$ cat src/typec_regs_cfg.svh
// Register offsets, slave address, state codes, field limits, reset values and timing for the port
`ifndef TYPEC_REGS_CFG_SVH
`define TYPEC_REGS_CFG_SVH

// ----------------------------------------------------------------------
// Register offsets
// ----------------------------------------------------------------------
`define ADDR_ALERT_SUMMARY   8'h0B
`define ADDR_ALERT_MASK      8'h0C
`define ADDR_CONN_CHANGE     8'h0D
`define ADDR_CONN_STATUS     8'h0E
`define ADDR_MON_CHANGE      8'h0F
`define ADDR_MON_STATUS      8'h10
`define ADDR_OP_STATUS       8'h11
`define ADDR_FAULT_CHANGE    8'h12
`define ADDR_FAULT_STATUS    8'h13
`define ADDR_CAP_CTRL        8'h18
`define ADDR_SWITCH_LIMIT    8'h1E
`define ADDR_PLUG_MON_CTRL   8'h20

// ----------------------------------------------------------------------
// Slave address, state codes, field limits
// ----------------------------------------------------------------------
`define DEV_ADDR_HIGH        6'h14
`define STATE_SINK_UNATT     5'h00
`define STATE_SOURCE_UNATT   5'h08
`define OFFER_UNUSED         2'h3
`define LIMIT_CODE_MAX       4'hA
`define BITS_PER_BYTE        4'h8

// ----------------------------------------------------------------------
// Reset values
// ----------------------------------------------------------------------
`define RST_OFFER            2'h0
`define RST_DISCHARGE_EN     1'h0
`define RST_SUPPLY_EN        1'h1
`define RST_LIMIT_CODE       4'h0
`define RST_MON_EN           1'h1
`define RST_THRESHOLD_SEL    1'h0
`define RST_ALERT_MASK       3'h7
`define RST_MON_STATUS       4'h4
`define RST_FAULT_STATUS     8'h40
`define RST_SYNC             13'h0404

// ----------------------------------------------------------------------
// Timing
// ----------------------------------------------------------------------
`define CLK_HZ               20000000
`define DISCHARGE_MS         250
`define DISCHARGE_CYCLES     ((`CLK_HZ / 1000) * `DISCHARGE_MS)

`endif

$ cat src/typec_regs_pkg.sv
// Types shared by the port controller register bank
package typec_regs_pkg;

	typedef enum logic [3:0] {
		I2C_IDLE,
		I2C_DEV_ADDR,
		I2C_DEV_ACK,
		I2C_REG_ADDR,
		I2C_REG_ACK,
		I2C_WRITE_DATA,
		I2C_WRITE_ACK,
		I2C_READ_DATA,
		I2C_READ_ACK
	} i2c_state_type;

	typedef struct packed {
		i2c_state_type i2c_state;
		logic          scl_last;
		logic          sda_last;
		logic [3:0]    bit_cnt;
		logic [7:0]    shift;
		logic          read_mode;
		logic [7:0]    pointer;
		logic          sda_oe;
		logic          primed;
		logic [12:0]   sync1;
		logic [12:0]   sync2;
		logic [3:0]    mon_status;
		logic [7:0]    fault_status;
		logic [3:0]    mon_flags;
		logic [7:0]    fault_flags;
		logic          conn_flag;
		logic [7:0]    conn_status;
		logic [7:0]    op_status;
		logic [1:0]    offer;
		logic          discharge_en;
		logic          supply_en;
		logic [3:0]    limit_code;
		logic          mon_en;
		logic          threshold_sel;
		logic [2:0]    alert_mask;
		logic [2:0]    alert;
		logic          alert_n;
		logic          standby;
		logic          analog_on;
		logic          qualified;
		logic [22:0]   discharge_cnt;
		logic          discharge_on;
	} state_type;

endpackage : typec_regs_pkg

$ cat src/typec_status_control_regs.sv
// Status, change-flag and control registers behind an I2C slave port
`timescale 1ns/1ps
`include "typec_regs_cfg.svh"

module typec_status_control_regs
	import typec_regs_pkg::*;
#(
	parameter int unsigned DISCHARGE_CYCLES = `DISCHARGE_CYCLES
) (
	input  wire logic       clk_in,
	input  wire logic       rst_n_in,
	input  wire logic       scl_in,
	input  wire logic       sda_in,
	output logic            sda_out,
	output logic            sda_oe_out,
	input  wire logic       addr0_in,
	input  wire logic       supply_in_range_in,
	input  wire logic       supply_near_zero_in,
	input  wire logic       supply_present_in,
	input  wire logic       plug_power_above_in,
	input  wire logic       pullup_overvoltage_in,
	input  wire logic       pullup_good_in,
	input  wire logic [5:0] switch_fault_in,
	input  wire logic       thermal_over_in,
	input  wire logic       partner_attached_in,
	input  wire logic [2:0] attached_mode_in,
	input  wire logic       active_role_in,
	input  wire logic       plug_power_supplied_in,
	input  wire logic       attached_channel_pin_in,
	input  wire logic [1:0] sink_current_in,
	input  wire logic [4:0] connection_state_code_in,
	input  wire logic       nvm_standby_in,
	input  wire logic [1:0] nvm_offer_in,
	input  wire logic       nvm_discharge_en_in,
	input  wire logic       nvm_supply_en_in,
	input  wire logic [3:0] nvm_limit_code_in,
	input  wire logic [2:0] nvm_alert_mask_in,
	output logic            alert_n_out,
	output logic            analog_power_on_out,
	output logic            attach_qualified_out,
	output logic            orientation_out,
	output logic [1:0]      source_current_offer_out,
	output logic            plug_power_supply_enable_out,
	output logic            plug_power_discharge_out,
	output logic [3:0]      switch_current_limit_code_out,
	output logic            plug_power_monitor_enable_out,
	output logic            plug_power_threshold_select_out
);

	// ------------------------------------------------------------------
	// Declarations
	// ------------------------------------------------------------------
	// All state lives in one struct; s is registered, n is its next value
	state_type   s;
	state_type   n;
	logic [12:0] raw;
	logic [3:0]  mon_new;
	logic [3:0]  mon_chg;
	logic [7:0]  flt_chg;
	logic [7:0]  fault_evt;
	logic        conn_chg;
	logic        detach;
	logic        scl_rise;
	logic        scl_fall;
	logic        start_cond;
	logic        stop_cond;
	logic        clr_mon;
	logic        clr_fault;
	logic        clr_conn;
	logic        clr_alert;
	logic        byte_done;
	logic [7:0]  rd_byte;
	logic [2:0]  alert_set;

	// ------------------------------------------------------------------
	// Register read map
	// ------------------------------------------------------------------
	// Reserved bits read as their fixed values; unmapped offsets read zero
	function automatic logic [7:0] read_reg(input state_type st,
		input logic [7:0] a);
		logic [7:0] r;
		r = 8'h00;
		case (a)
			`ADDR_ALERT_SUMMARY: r = {1'b0, st.alert, 4'h0};
			`ADDR_ALERT_MASK:    r = {1'b1, st.alert_mask, 4'hF};
			`ADDR_CONN_CHANGE:   r = {7'h00, st.conn_flag};
			`ADDR_CONN_STATUS:   r = st.conn_status;
			`ADDR_MON_CHANGE:    r = {4'h0, st.mon_flags};
			`ADDR_MON_STATUS:    r = {4'h0, st.mon_status};
			`ADDR_OP_STATUS:     r = st.op_status;
			`ADDR_FAULT_CHANGE:  r = st.fault_flags;
			`ADDR_FAULT_STATUS:  r = st.fault_status;
			`ADDR_CAP_CTRL:      r = {st.offer, 1'b1, st.discharge_en,
				3'h0, st.supply_en};
			`ADDR_SWITCH_LIMIT:  r = {4'h0, st.limit_code};
			`ADDR_PLUG_MON_CTRL: r = {st.mon_en, st.threshold_sel, 1'b1,
				5'h00};
			default:             r = 8'h00;
		endcase
		return r;
	endfunction : read_reg

	// Comparator outputs are asynchronous to clk_in
	assign raw = {thermal_over_in, pullup_overvoltage_in, pullup_good_in,
		switch_fault_in, supply_in_range_in, supply_near_zero_in,
		supply_present_in, plug_power_above_in};

	// ------------------------------------------------------------------
	// Next-state logic
	// ------------------------------------------------------------------
	always_comb begin
		n          = s;
		rd_byte    = 8'h00;
		clr_mon    = 1'b0;
		clr_fault  = 1'b0;
		clr_conn   = 1'b0;
		clr_alert  = 1'b0;

		// --------------------------------------------------------------
		// Status capture and change detection
		// --------------------------------------------------------------
		n.sync1 = raw;
		n.sync2 = s.sync1;
		mon_new = {s.sync2[3:1], s.sync2[0] & s.mon_en};
		mon_chg = mon_new ^ s.mon_status;
		n.mon_status = mon_new;
		flt_chg = s.sync2[11:4] ^ s.fault_status;
		n.fault_status = s.sync2[11:4];
		fault_evt = {s.sync2[12], 1'b0, flt_chg[7], flt_chg[6], 1'b0,
			|flt_chg[5:4], |flt_chg[3:2], |flt_chg[1:0]};
		conn_chg = partner_attached_in ^ s.conn_status[0];
		detach = s.conn_status[0] & ~partner_attached_in;
		n.conn_status = {attached_mode_in, s.standby, active_role_in, 1'b0,
			plug_power_supplied_in, partner_attached_in};
		// Purely informative; it feeds no alert term below
		n.op_status = {attached_channel_pin_in, sink_current_in,
			connection_state_code_in};

		// --------------------------------------------------------------
		// Defaults captured once, on the first edge after reset release
		// --------------------------------------------------------------
		if (!s.primed) begin
			n.primed       = 1'b1;
			n.standby      = nvm_standby_in;
			n.offer        = nvm_offer_in;
			n.discharge_en = nvm_discharge_en_in;
			n.supply_en    = nvm_supply_en_in;
			n.limit_code   = nvm_limit_code_in;
			n.alert_mask   = nvm_alert_mask_in;
			n.op_status[4:0] = active_role_in ? `STATE_SOURCE_UNATT :
				`STATE_SINK_UNATT;
		end

		// --------------------------------------------------------------
		// I2C slave
		// --------------------------------------------------------------
		// START and STOP need SCL high on two successive samples, so an
		// SCL glitch shorter than one clock cannot open or close a frame
		n.scl_last = scl_in;
		n.sda_last = sda_in;
		scl_rise   = scl_in & ~s.scl_last;
		scl_fall   = ~scl_in & s.scl_last;
		start_cond = scl_in & s.scl_last & s.sda_last & ~sda_in;
		stop_cond  = scl_in & s.scl_last & ~s.sda_last & sda_in;
		byte_done  = (s.bit_cnt == `BITS_PER_BYTE);
		rd_byte    = read_reg(s, s.pointer);

		if (start_cond) begin
			n.i2c_state = I2C_DEV_ADDR;
			n.bit_cnt   = 4'h0;
			n.sda_oe    = 1'b0;
		end else if (stop_cond) begin
			n.i2c_state = I2C_IDLE;
			n.sda_oe    = 1'b0;
		end else if (scl_rise) begin
			if (s.i2c_state == I2C_DEV_ADDR || s.i2c_state == I2C_REG_ADDR
				|| s.i2c_state == I2C_WRITE_DATA) begin
				n.shift   = {s.shift[6:0], sda_in};
				n.bit_cnt = s.bit_cnt + 4'h1;
			end
		end else if (scl_fall) begin
			case (s.i2c_state)
				I2C_DEV_ADDR: begin
					if (byte_done) begin
						if (s.shift[7:1] == {`DEV_ADDR_HIGH, addr0_in}) begin
							n.i2c_state = I2C_DEV_ACK;
							n.read_mode = s.shift[0];
							n.sda_oe    = 1'b1;
						end else begin
							n.i2c_state = I2C_IDLE;
						end
					end
				end
				I2C_DEV_ACK, I2C_READ_ACK: begin
					if (s.i2c_state == I2C_READ_ACK && s.sda_last) begin
						n.i2c_state = I2C_IDLE;
						n.sda_oe    = 1'b0;
					end else if (s.read_mode) begin
						// First data bit goes out here, so the count
						// starts at one rather than zero
						n.i2c_state = I2C_READ_DATA;
						n.shift     = rd_byte;
						n.sda_oe    = ~rd_byte[7];
						n.bit_cnt   = 4'h1;
						case (s.pointer)
							`ADDR_MON_CHANGE:    clr_mon   = 1'b1;
							`ADDR_FAULT_CHANGE:  clr_fault = 1'b1;
							`ADDR_CONN_CHANGE:   clr_conn  = 1'b1;
							`ADDR_ALERT_SUMMARY: clr_alert = 1'b1;
							default:             clr_mon   = 1'b0;
						endcase
					end else begin
						n.i2c_state = I2C_REG_ADDR;
						n.sda_oe    = 1'b0;
						n.bit_cnt   = 4'h0;
					end
				end
				I2C_REG_ADDR: begin
					if (byte_done) begin
						n.pointer   = s.shift;
						n.i2c_state = I2C_REG_ACK;
						n.sda_oe    = 1'b1;
					end
				end
				I2C_REG_ACK, I2C_WRITE_ACK: begin
					if (s.i2c_state == I2C_WRITE_ACK) begin
						n.pointer = s.pointer + 8'h01;
					end
					n.i2c_state = I2C_WRITE_DATA;
					n.sda_oe    = 1'b0;
					n.bit_cnt   = 4'h0;
				end
				I2C_WRITE_DATA: begin
					if (byte_done) begin
						n.i2c_state = I2C_WRITE_ACK;
						n.sda_oe    = 1'b1;
						case (s.pointer)
							`ADDR_ALERT_MASK: n.alert_mask = s.shift[6:4];
							`ADDR_CAP_CTRL: begin
								if (s.shift[7:6] != `OFFER_UNUSED) begin
									n.offer = s.shift[7:6];
								end
								n.discharge_en = s.shift[4];
								n.supply_en    = s.shift[0];
							end
							`ADDR_SWITCH_LIMIT: begin
								if (s.shift[3:0] <= `LIMIT_CODE_MAX) begin
									n.limit_code = s.shift[3:0];
								end
							end
							`ADDR_PLUG_MON_CTRL: begin
								n.mon_en        = s.shift[7];
								n.threshold_sel = s.shift[6];
							end
							// Fixed and unmapped offsets are still acknowledged
							default: n.sda_oe = 1'b1;
						endcase
					end
				end
				I2C_READ_DATA: begin
					if (byte_done) begin
						n.i2c_state = I2C_READ_ACK;
						n.sda_oe    = 1'b0;
						n.pointer   = s.pointer + 8'h01;
					end else begin
						n.shift   = {s.shift[6:0], 1'b0};
						n.sda_oe  = ~s.shift[6];
						n.bit_cnt = s.bit_cnt + 4'h1;
					end
				end
				default: n.i2c_state = I2C_IDLE;
			endcase
		end

		// --------------------------------------------------------------
		// Change flags and alert summary; a new event beats the clear
		// --------------------------------------------------------------
		n.mon_flags = (clr_mon ? 4'h0 : s.mon_flags) | mon_chg;
		n.fault_flags = (clr_fault ? 8'h00 : s.fault_flags)
			| fault_evt;
		n.conn_flag = (clr_conn ? 1'b0 : s.conn_flag) | conn_chg;
		alert_set = {conn_chg, |mon_chg, |fault_evt};
		n.alert = (clr_alert ? 3'h0 : s.alert) | alert_set;
		// Mask works on the next alert value, so the pin follows the flag
		// on the same edge instead of one clock later
		n.alert_n = ~|(n.alert & ~n.alert_mask);

		// --------------------------------------------------------------
		// Power and discharge control
		// --------------------------------------------------------------
		// Standby keeps analog blocks off only until a partner appears
		n.analog_on = ~n.standby | partner_attached_in;
		// Sink role needs no qualification; source waits for near-zero
		n.qualified = ~n.conn_status[3]
			| n.mon_status[2];
		// A new detach restarts the pulse; a reconnect does not cut it
		// short, which trades a longer discharge for a simpler counter
		if (detach && s.discharge_en) begin
			n.discharge_cnt = 23'(DISCHARGE_CYCLES);
		end else if (s.discharge_cnt != 23'h000000) begin
			n.discharge_cnt = s.discharge_cnt - 23'h000001;
		end
		n.discharge_on = (n.discharge_cnt != 23'h000000);
	end

	// ------------------------------------------------------------------
	// State register
	// ------------------------------------------------------------------
	always_ff @(posedge clk_in or negedge rst_n_in) begin
		if (!rst_n_in) begin
			s <= '{i2c_state: I2C_IDLE, scl_last: 1'b1, sda_last: 1'b1,
				sync1: `RST_SYNC, sync2: `RST_SYNC,
				mon_status: `RST_MON_STATUS,
				fault_status: `RST_FAULT_STATUS,
				offer: `RST_OFFER, discharge_en: `RST_DISCHARGE_EN,
				supply_en: `RST_SUPPLY_EN, limit_code: `RST_LIMIT_CODE,
				mon_en: `RST_MON_EN, threshold_sel: `RST_THRESHOLD_SEL,
				alert_mask: `RST_ALERT_MASK, alert_n: 1'b1,
				qualified: 1'b1,
				default: '0};
		end else begin
			s <= n;
		end
	end

	// ------------------------------------------------------------------
	// Outputs
	// ------------------------------------------------------------------
	// Open drain: data output is always low, the enable pulls the line
	assign sda_out    = 1'b0;
	assign sda_oe_out = s.sda_oe;
	assign alert_n_out = s.alert_n;
	assign analog_power_on_out = s.analog_on;
	// Role bit is read whether or not a partner is attached
	assign attach_qualified_out = s.qualified;
	assign orientation_out = s.op_status[7];
	assign source_current_offer_out = s.offer;
	assign plug_power_supply_enable_out = s.supply_en;
	assign plug_power_discharge_out = s.discharge_on;
	assign switch_current_limit_code_out = s.limit_code;
	assign plug_power_monitor_enable_out = s.mon_en;
	assign plug_power_threshold_select_out = s.threshold_sel;

endmodule : typec_status_control_regs

$ cat config.mk
export PLATFORM = sky130hd
export DESIGN_NAME = typec_status_control_regs
export DESIGN_NICKNAME = d
export VERILOG_FILES = /design/src/typec_regs_pkg.sv /design/src/typec_status_control_regs.sv
export VERILOG_INCLUDE_DIRS = /design/src
export SDC_FILE = /design/constraint.sdc
export NUM_CORES = 1
export LEC_CHECK = 0
export BUFFER_PORTS_ARGS = -buffer_cell sky130_fd_sc_hd__buf_2
export CAP_MARGIN = 20
export CORE_MARGIN = 3
export CORE_UTILIZATION = 45
export DETAILED_ROUTE_END_ITERATION = 10
export SETUP_SLACK_MARGIN = 0.15
export SKIP_LAST_GASP = 1
export SLEW_MARGIN = 30
export SYNTH_ARGS = -nofsm -noshare
export SYNTH_HDL_FRONTEND = slang
export SYNTH_SLANG_ARGS = --single-unit
$ cat constraint.sdc
create_clock -name clk_in -period 3.65 [get_ports clk_in]
set_input_delay 0.1825 -clock clk_in [delete_from_list [all_inputs] [get_ports clk_in]]
set_output_delay 0.1825 -clock clk_in [all_outputs]
set_load 0.05 [all_outputs]
==> results of run 1 <==
power breakdown:
group	switching (mW)	internal [mW]	leakage, nW	total [mW]
clock	0.788	0.993	0.301	1.78
sequential	0.128	1.64	1.60	1.77
combinational	0.343	0.233	1.49	0.577
total	1.26	2.87	3.39	4.13
stage by stage:
stage	setup slack (ps)	util [%]	cells
final	329.2	55.56	945
after CTS	313.6	55.54	945
after global placement	390.3	49.10	882
after floorplan	478.4	-	674
after detailed placement	355.3	49.10	882
after global routing	197.4	55.56	945
metal layers:
layer	up-vias	wire length, µm	GRT usage (%)
met4	0	353	7.865
li1	2570	-	-
met2	173	8196	33.96
met3	38	906	5.106
met5	-	0	0
met1	2704	8300	31.57
repair_timing:
action                     CTS  global route
hold buffers                31             0
hold endpoints to repair    99             0
setup endpoints to repair    0             0
worst max-delay path, stage by stage, from the launching register on:
cell and delay (ps):
dfrtp_1 440, or4_4 620, or4_4 550, or3_1 340, a21oi_2 160, o2111ai_1 120
or4b_1 480, or4_1 480
cells by family (layout without fill, tap and decap cells):
logic type / Yosys count / in the layout / synth area share, %
XOR/XNOR: 28 / 28 / 3.634
adder cells (fa/ha/maj): 11 / 11 / 2.040
other: 2 / 2 / 0.1113
AND/OR/NAND/NOR: 245 / 245 / 18.89
buffers and inverters: 68 / 155 / 4.320
multiplexers: 25 / 25 / 4.005
flip-flops: 137 / 137 / 51.08
AO/OA/AOI/OAI: 158 / 158 / 15.91
how the worst min path moves through the flow:
stage | slack, ps | cells past startpoint | end
finish | 50 | 3 | switch_current_limit_code_out[3]$_DFF_PN0_
global route | 50 | 3 | switch_current_limit_code_out[3]$_DFF_PN0_
CTS | 30 | 3 | switch_current_limit_code_out[3]$_DFF_PN0_
detailed placement | 270 | 1 | n[80]$_DFF_PN0_
global placement | 260 | 1 | n[85]$_DFF_PN0_
floorplan | -110 | 0 | analog_power_on_out$_DFF_PN0_
Yosys cell counts, drive strengths merged (3+ instances only):
library cell  instances  share of area [%]
a32o                  5               0.74
a22oi                 6               0.67
ha                   11                2.0
mux2i                 9                1.3
nand2b                7               0.65
a21o                  8               0.89
o21ai                18                1.3
or4                   7               0.96
nor2                 47                2.6
a2bb2oi               3               0.39
mux2                 16                2.7
nor3                 18                1.4
buf                  11                1.1
clkbuf               37                2.1
a31oi                 6               0.56
or3                   9               0.83
and2                 10               0.93
o211ai                3               0.33
a32oi                 4               0.52
a21oi                49                3.7
inv                  20                1.1
o22ai                11                1.0
nor4                 10                1.3
or2                   7               0.65
o21a                  5               0.57
a221oi                3               0.39
a211oi                8               0.89
xnor2                16                2.1
o31ai                 4               0.45
and4                  4               0.52
nand3                30                2.2
dfrtp               122                 45
nor2b                 9               0.83
nand2                70                3.9
dfstp                15                5.8
xor2                 12                1.6
nand4                 6               0.56
a221o                 3               0.45
placed cells by master, fill, tap and decap left out, drive strengths merged, types with 10 or more instances in the layout:
cell type / count
dfrtp: 122
buf: 72
nand2: 70
a21oi: 49
nor2: 47
dlygate4sd3: 31
nand3: 30
inv: 27
o21ai: 18
nor3: 18
clkbuf: 17
mux2: 16
xnor2: 16
dfstp: 15
xor2: 12
o22ai: 11
ha: 11
and2: 10
nor4: 10
state kept, by name (all words and copies together), names as in the netlist, 2 cells and up:
register and count:
n 22, mon_new 3, switch_current_limit_code_out 4, s 96
source_current_offer_out 2
area by class of cell:
class,count,area [µm²]
sequential,137,3447
clock buffer,17,425.4
multi-input combinational,469,3012
clock inverter,15,203.9
inverter,20,75.07
timing repair buffer,103,711.9
fill,1283,6484
tap,184,230.2
==> run metrics, run 1 <==
count of cell types in the netlist=77; syn_nets=729; Mean Syn Cell Area=10.01 µm²; clk buf depth=2; total track usage=22.33%; initial antenna violation count=0; # rows=44; register area share after synthesis=51.08%; largest net degree at the start of global routing=81; post-route ant nets=0; HPWL after DPL=12.59 mm; design area=8105 µm²; worst r2r dst=plug_power_discharge_out$_DFF_PN0_; RSZ-0062 raised after global routing=false; Synth async-reset ratio=100.0%; VDD IR max=0.0004103 V; RR Startpoint=s[14]$_DFF_PN0_; remaining global-route overflow=0; fin crit share=90.98%; via count=5485; Final Skew=10.96 ps; P per Cell Area=509.3 nW/µm²; die area=16500 µm²; layout cells sized above 1=20.37%; Primary FF master, synth=dfrtp_1; Vias/cell=5.804; Hold Path Origin=nvm_limit_code_in[3]; CP max FO=7; CTS Sinks=137; Syn Std Cell Area=6748 µm²; CP endpoint kind=register; Worst Path Required=3940 ps; CTS resizes=0; DRT iter0 DRCs=489; R2R Setup Slk=330 ps; drt drc=0; CTS tree=done; Worst Hold Class=input port to register; Max Freq=301.1 MHz; Slew Viols, Final=0; leakage power=3.394 nW; final hold vios=0; Worst Path Arrival=3610 ps; Ports=60; Total Routed Length=17.76 mm; Nets=803; min cycle time layout=3321 ps; final setup fails=0; root buf cell=clkbuf_16; Clock Pin Slew Worst Setup and Hold Paths=70 ps; worst-case reg-to-reg path depth=7; Post CTS Setup Buffer Count=0; Area after DPL=7163 µm²; worst hold slack=47.61 ps; DIE WIDTH=128.5 µm; gpl congestion=0.9072; routed length per instance=18.79 µm; worst rel slew slack=38.04%; YS warnings=0; first-pass GRT wire length=28.55 mm; #FFs+latches synth=137; Setup CP Type=register to register; post-synthesis cell count=674; Worst-Margin Slew=922.4 ps; Worst-Skew Late Latency=430 ps; Final Power=4.128 mW; status=finished, final reports clean; number of global-route vias before repair=5384; setup TNS=0 ps; Critical Path End=plug_power_discharge_out$_DFF_PN0_; die span in y=128.5 µm; H-tree depth=4; Critical Path Source Type=register; Max Cap Viol=0; ANT cells=0; number of clock buffers inserted by TritonCTS=17; CP startpoint=s[14]$_DFF_PN0_; port buffer count=58; DRT Pass-1 Iters=5; initial core utilization=46.25%; Post-synth EDFFs=0; area growth from synthesis to layout=20.12%; Core ar.=14590 µm²
Power figures use the tool's default switching activity.
==> inputs of run 2 (changes only) <==
--- a/config.mk
+++ b/config.mk
@@ -6,6 +6,7 @@
 export SDC_FILE = /design/constraint.sdc
 export NUM_CORES = 1
 export LEC_CHECK = 0
+export ABC_AREA = 1
 export BUFFER_PORTS_ARGS = -buffer_cell sky130_fd_sc_hd__buf_2
 export CAP_MARGIN = 20
 export CORE_MARGIN = 3
==> run metrics, run 2 <==
CP max FO=18; setup TNS=0 ps; number of global-route vias before repair=5874; largest family of logic cells by synthesized area=simple AND/OR/NAND/NOR gates; worst r2r dst=plug_power_discharge_out$_DFF_PN0_; DRT iter0 DRCs=480; final setup margin=1328 ps; Worst-Skew Late Latency=430 ps; layout cells sized above 1=15.13%; Clock Pin Slew Worst Setup and Hold Paths=60 ps; routed length per instance=15.27 µm; most frequent cell after synthesis=nand2_1; Synth Area in Compound Gates=8.622%; Total Routed Length=18.16 mm; gpl congestion=0.9317; Final Skew=11.46 ps; post-synthesis mux area share=1.440%; CTS resizes=0; Max Freq=430.7 MHz; Worst Path Arrival=2640 ps; final hold vios=0; fin crit share=63.61%; Setup CP Type=register to register; initial antenna violation count=0; Primary FF master, synth=dfrtp_1; pre-CTS WS=1369 ps; ANT cells=0; CP max-delay cell=dfrtp_1; placed insts=1126; most used cell, CP=nand2_1; crit-path cells=inv_1, ha_1, nand2_1, nor2_1, nand3_2, nand2_1, nand3_1, nor2_1, nand2_1, nor2_1, nand2_1; H-tree depth=4; clk buf depth=2; R2R Setup Slk=1330 ps; share of the synthesized area in the top cell type=43.38%; Multi-input gate area=3054 µm²; Synth Area in Adders=1.956%; DRT Pass-1 Iters=5; largest net degree at the start of global routing=82; drt drc=0; min cycle time layout=2322 ps; worst path buffer plus inverter count=1; Syn Std Cell Area=7038 µm²; count of cell types in the netlist=46; die area=17180 µm²; Worst-Margin Slew=776.0 ps; commonest cells after routing, fill and taps aside=nand2_1 (212), dfrtp_1 (122), nor2_1 (117), inv_1 (108); HPWL after DPL=13.32 mm; worst-case reg-to-reg path depth=11; total track usage=22.90%; worst rel slew slack=47.87%; area growth from synthesis to layout=19.06%; remaining global-route overflow=0; CTS Sinks=137; Nets=1020; Synth async-reset ratio=100.0%; critical path depth in cells=11; Critical Path End=plug_power_discharge_out$_DFF_PN0_; Post-synth EDFFs=0; first-pass GRT wire length=30.20 mm; Largest Register=s; Core ar.=15260 µm²; Synth area leaders=dfrtp_1 (43%), nand2_1 (11%), nor2_1 (6.2%); Max Cap Viol=0; #FFs+latches synth=137; YS warnings=0; max reg flops=96; Ports=60; CP startpoint=s[1]$_DFF_PN0_; VDD IR max=0.0003447 V; syn_nets=925; Synth top cells by count=nand2_1 (212), dfrtp_1 (122), nor2_1 (117), inv_1 (108), nand3_1 (57); Slew Viols, Final=0; final cell count without fillers=1189; status=finished, final reports clean; die span in y=131.1 µm; Top delay family on crit path=simple AND/OR/NAND/NOR gates; post-synth top area cell=dfrtp_1; Vias/cell=5.004; DIE WIDTH=131.1 µm; CP endpoint kind=register; CP max stage delay=380 ps; P per Cell Area=567.0 nW/µm²; CTS tree=done; post-synthesis cell count=870; # fillers=1441; port buffer count=58; initial core utilization=46.13%; post-route ant nets=0; worst hold slack=59.27 ps; Worst Path Required=3970 ps; via count=5950; Worst Hold Class=input port to register; root buf cell=clkbuf_16; Critical Path Source Type=register; Register Area=3447 µm²; commonest non-fill, non-tap cell in the layout=nand2_1; final setup fails=0; # rows=45; leakage power=4.201 nW; register area share after synthesis=48.98%; post-synthesis simple-gate area fraction=28.91%; Post-Synth XOR/XNOR Area=2.364%; Mean Syn Cell Area=8.090 µm²; RSZ-0062 raised after global routing=false; RR Startpoint=s[1]$_DFF_PN0_; number of clock buffers inserted by TritonCTS=17
==> run 2: cells by family (layout without fill, tap and decap cells) <==
group | after synthesis | count (layout)
and+or+nand+nor | 454 | 454
buffers and inverters | 131 | 239
AOI/OAI and AO/OA | 106 | 106
other | 2 | 2
muxes | 10 | 10
DFF | 137 | 137
adders and majority gates | 11 | 11
xor gates and xnor gates | 19 | 19
==> run 2: tightest hold or removal path: cells and delay by family <==
family | cells | cell delay [ps]
buffers and inverters | 1 | 80
multiplexers | 2 | 170
==> run 2: per-stage QoR <==
step	power, mW	area (µm²)	util [%]
after global placement	3.112	7516	49.26
after floorplan	2.761	7038	-
final	4.751	8379	54.92
after global routing	5.054	8379	54.92
after detailed placement	3.107	7516	49.26
after CTS	4.769	8379	54.92
==> run 2: final cells by class <==
cell class	instances	share of cell area, %
clock buffers	17	5.077
clock inverters	15	1.523
inverters	115	5.152
multi-input cells	602	36.45
flip-flops and latches	137	41.14
well taps	211	3.151
repair buffers	92	7.511
==> run 2: report_power, final <==
part / internal [mW] / switching [mW]
combinational: 0.373 / 0.819
clock: 0.894 / 0.724
sequential: 1.72 / 0.220
==> run 2: what timing repair did <==
item | 4_1_cts | 5_1_grt
endpoints found under the hold margin | 104 | 0
buffers inserted | 0 | 0
hold buffers | 31 | 0
==> run 2: worst min path at each step <==
stage | start | end | slack, ps | cells past startpoint
2_1_floorplan | rst_n_in | analog_power_on_out$_DFF_PN0_ | -110 | 0
3_3_place_gp | rst_n_in | plug_power_threshold_select_out$_DFFE_PN0P_ | 280 | 1
3_5_place_dp | rst_n_in | s[116]$_DFFE_PN0P_ | 280 | 1
4_1_cts | nvm_limit_code_in[1] | switch_current_limit_code_out[1]$_DFF_PN0_ | 50 | 3
5_1_grt | nvm_offer_in[1] | source_current_offer_out[1]$_DFF_PN0_ | 70 | 3
6_report | nvm_limit_code_in[1] | switch_current_limit_code_out[1]$_DFF_PN0_ | 60 | 3
==> run 2: metal layers <==
metal / GRT usage [%] / vias up / share of wire (%)
met5: 0 / - / 0
met4: 6.231 / 0 / 1.2
met3: 4.011 / 15 / 4.9
met2: 35.45 / 185 / 46
met1: 33.37 / 2779 / 48
li1: - / 2971 / -
==> inputs of run 3 (changes only) <==
==> constraint.sdc (replaced) <==
create_clock -name clk_in -period 2.3 [get_ports clk_in]
set_input_delay 0.115 -clock clk_in [delete_from_list [all_inputs] [get_ports clk_in]]
set_output_delay 0.115 -clock clk_in [all_outputs]
set_load 0.05 [all_outputs]
==> run metrics, run 3 (synthesis results as in run 2) <==
VDD IR max=0.0006828 V; initial core utilization=46.13%; Worst Path Required=2650 ps; CTS tree=done; Hold Path End=s[41]$_DFF_PN0_; max reg flops=96; final setup fails=0; worst-case reg-to-reg path depth=11; WL met2=8.329 mm; final hold vios=0; RSZ-0062 raised after global routing=false; status=finished, final reports clean; Worst Hold Class=input port to register; number of global-route vias before repair=5855; port buffer count=58; min cycle time layout=2031 ps; design area=8706 µm²; ANT cells=0; DIE WIDTH=131.1 µm; commonest cells after routing, fill and taps aside=nand2_1 (211), dfrtp_1 (122), nor2_1 (112), inv_1 (107); Routed met3 length=805 µm; H-tree depth=4; DRT iter0 DRCs=477; setup TNS=0 ps; initial antenna violation count=0; gpl congestion=0.9085; number of clock buffers inserted by TritonCTS=17; first-pass GRT wire length=30.28 mm; Max Used Layer=met4; Area after DPL=7671 µm²; # fillers=1432; Slew Viols, Final=0; Core ar.=15260 µm²; leakage power=4.350 nW; Nets=1047; CP max FO=5; Core Util, Final=57.06%; Critical Path Source Type=register; Multi-input gate area=3082 µm²; largest net degree at the start of global routing=56; RR Startpoint=s[113]$_DFFE_PN0P_; P per Cell Area=906.5 nW/µm²; drt drc=0; Ports=60; Max Freq=492.4 MHz; Vias/cell=4.982; Hold Path Origin=nvm_discharge_en_in; # rows=45; Clock Pin Slew Worst Setup and Hold Paths=70 ps; Worst Path Arrival=2380 ps; Setup CP Type=register to register; post-route ant nets=0; CP endpoint kind=register; Post-Route M1 WL=9.235 mm; DRT Pass-1 Iters=5; die area=17180 µm²; Worst-Margin Slew=565.4 ps; routed length per instance=15.42 µm; HPWL after DPL=13.77 mm; area growth from synthesis to layout=23.70%; total track usage=23.07%; via count=6058; worst hold slack=10.83 ps; remaining global-route overflow=0; fin crit share=88.31%; root buf cell=clkbuf_16; Register Area=3447 µm²; die span in y=131.1 µm; Max Cap Viol=0; worst r2r dst=s[122]$_DFFE_PN0P_; clk buf depth=2; Final Skew=14.46 ps; commonest non-fill, non-tap cell in the layout=nand2_1; CTS Sinks=137; layout cells sized above 1=17.71%; R2R Setup Slk=270 ps; Hold Crit Depth=3; Total Routed Length=18.75 mm; Worst-Skew Late Latency=430 ps; worst rel slew slack=62.31%; Largest Register=s
[run 3: cell types whose count changed in the layout (fill, tap and decap cells not counted), moves of 2 or more]
cell,change
inv_8,+2
nor2_2,+4
clkinv_2,-3
buf_12,+2
buf_4,+20
dlygate4sd3_1,+4
inv_6,-2
clkinv_8,+2
nor2_1,-5
[run 3: how the worst max path moves through the flow]
stage                             startpoint                                  to  slack, ps  cells past startpoint
after floorplan             s[135]$_DFF_PN1_               alert_n_out$_DFF_PN1_        420                     14
after global placement        s[1]$_DFF_PN0_  plug_power_discharge_out$_DFF_PN0_        250                     13
after detailed placement      s[1]$_DFF_PN0_  plug_power_discharge_out$_DFF_PN0_        200                     13
after CTS                     s[1]$_DFF_PN0_  plug_power_discharge_out$_DFF_PN0_        160                     13
after global routing        s[135]$_DFF_PN1_                  s[117]$_DFFE_PN0P_        150                     10
final                     s[113]$_DFFE_PN0P_                  s[122]$_DFFE_PN0P_        270                     11
[run 3: cell type report]
cell class	count	area share, %
sequential	137	39.59
timing repair buffer	118	9.874
clock inverter	14	1.969
timing repair inverter	1	0.05749
multi-input combinational	602	35.40
tap	211	3.032
inverter	115	5.030
clock buffer	18	5.045
[run 3: metal layers]
metal | global-route usage, % | vias to the layer above
met4 | 7.441 | 0
met2 | 34.56 | 162
li1 | - | 3038
met3 | 4.619 | 30
met1 | 33.71 | 2828
met5 | 0 | -
[run 3: repair_timing]
action / 4_1_cts / 5_1_grt
resized for setup: 0 / 11
endpoints found under the hold margin: 82 / 0
hold buffers: 35 / 0
setup endpoints to repair: 0 / 12
setup buffers: 0 / 3
[run 3: through the flow]
| stage | setup WS (ps) | power [mW] | cells |
|---|---|---|---|
| 6_report | 269.0 | 7.892 | 1216 |
| 5_1_grt | 150.4 | 8.340 | 1216 |
| 4_1_cts | 156.7 | 7.903 | 1212 |
| 3_5_place_dp | 195.3 | 5.009 | 1145 |
| 3_3_place_gp | 249.8 | 5.009 | 1145 |
| 2_1_floorplan | 418.1 | 4.382 | 870 |
[run 3: power by group]
group / switching, mW / leakage, nW / internal [mW]
Sequential: 0.353 / 1.58 / 2.73
Combinational: 1.35 / 2.47 / 0.652
Clock: 1.22 / 0.302 / 1.59
Total: 2.92 / 4.35 / 4.97
[run 3: worst max-delay path, stage by stage, from the launching register on]
cell and delay, ps:
dfrtp_1 420, ha_1 230, inv_1 90, nor2_1 200, inv_1 60, nor2_1 200, inv_1 150, o21ai_0 240
nor2_1 70, nand3_1 90, nand3_1 80, a21oi_1 120
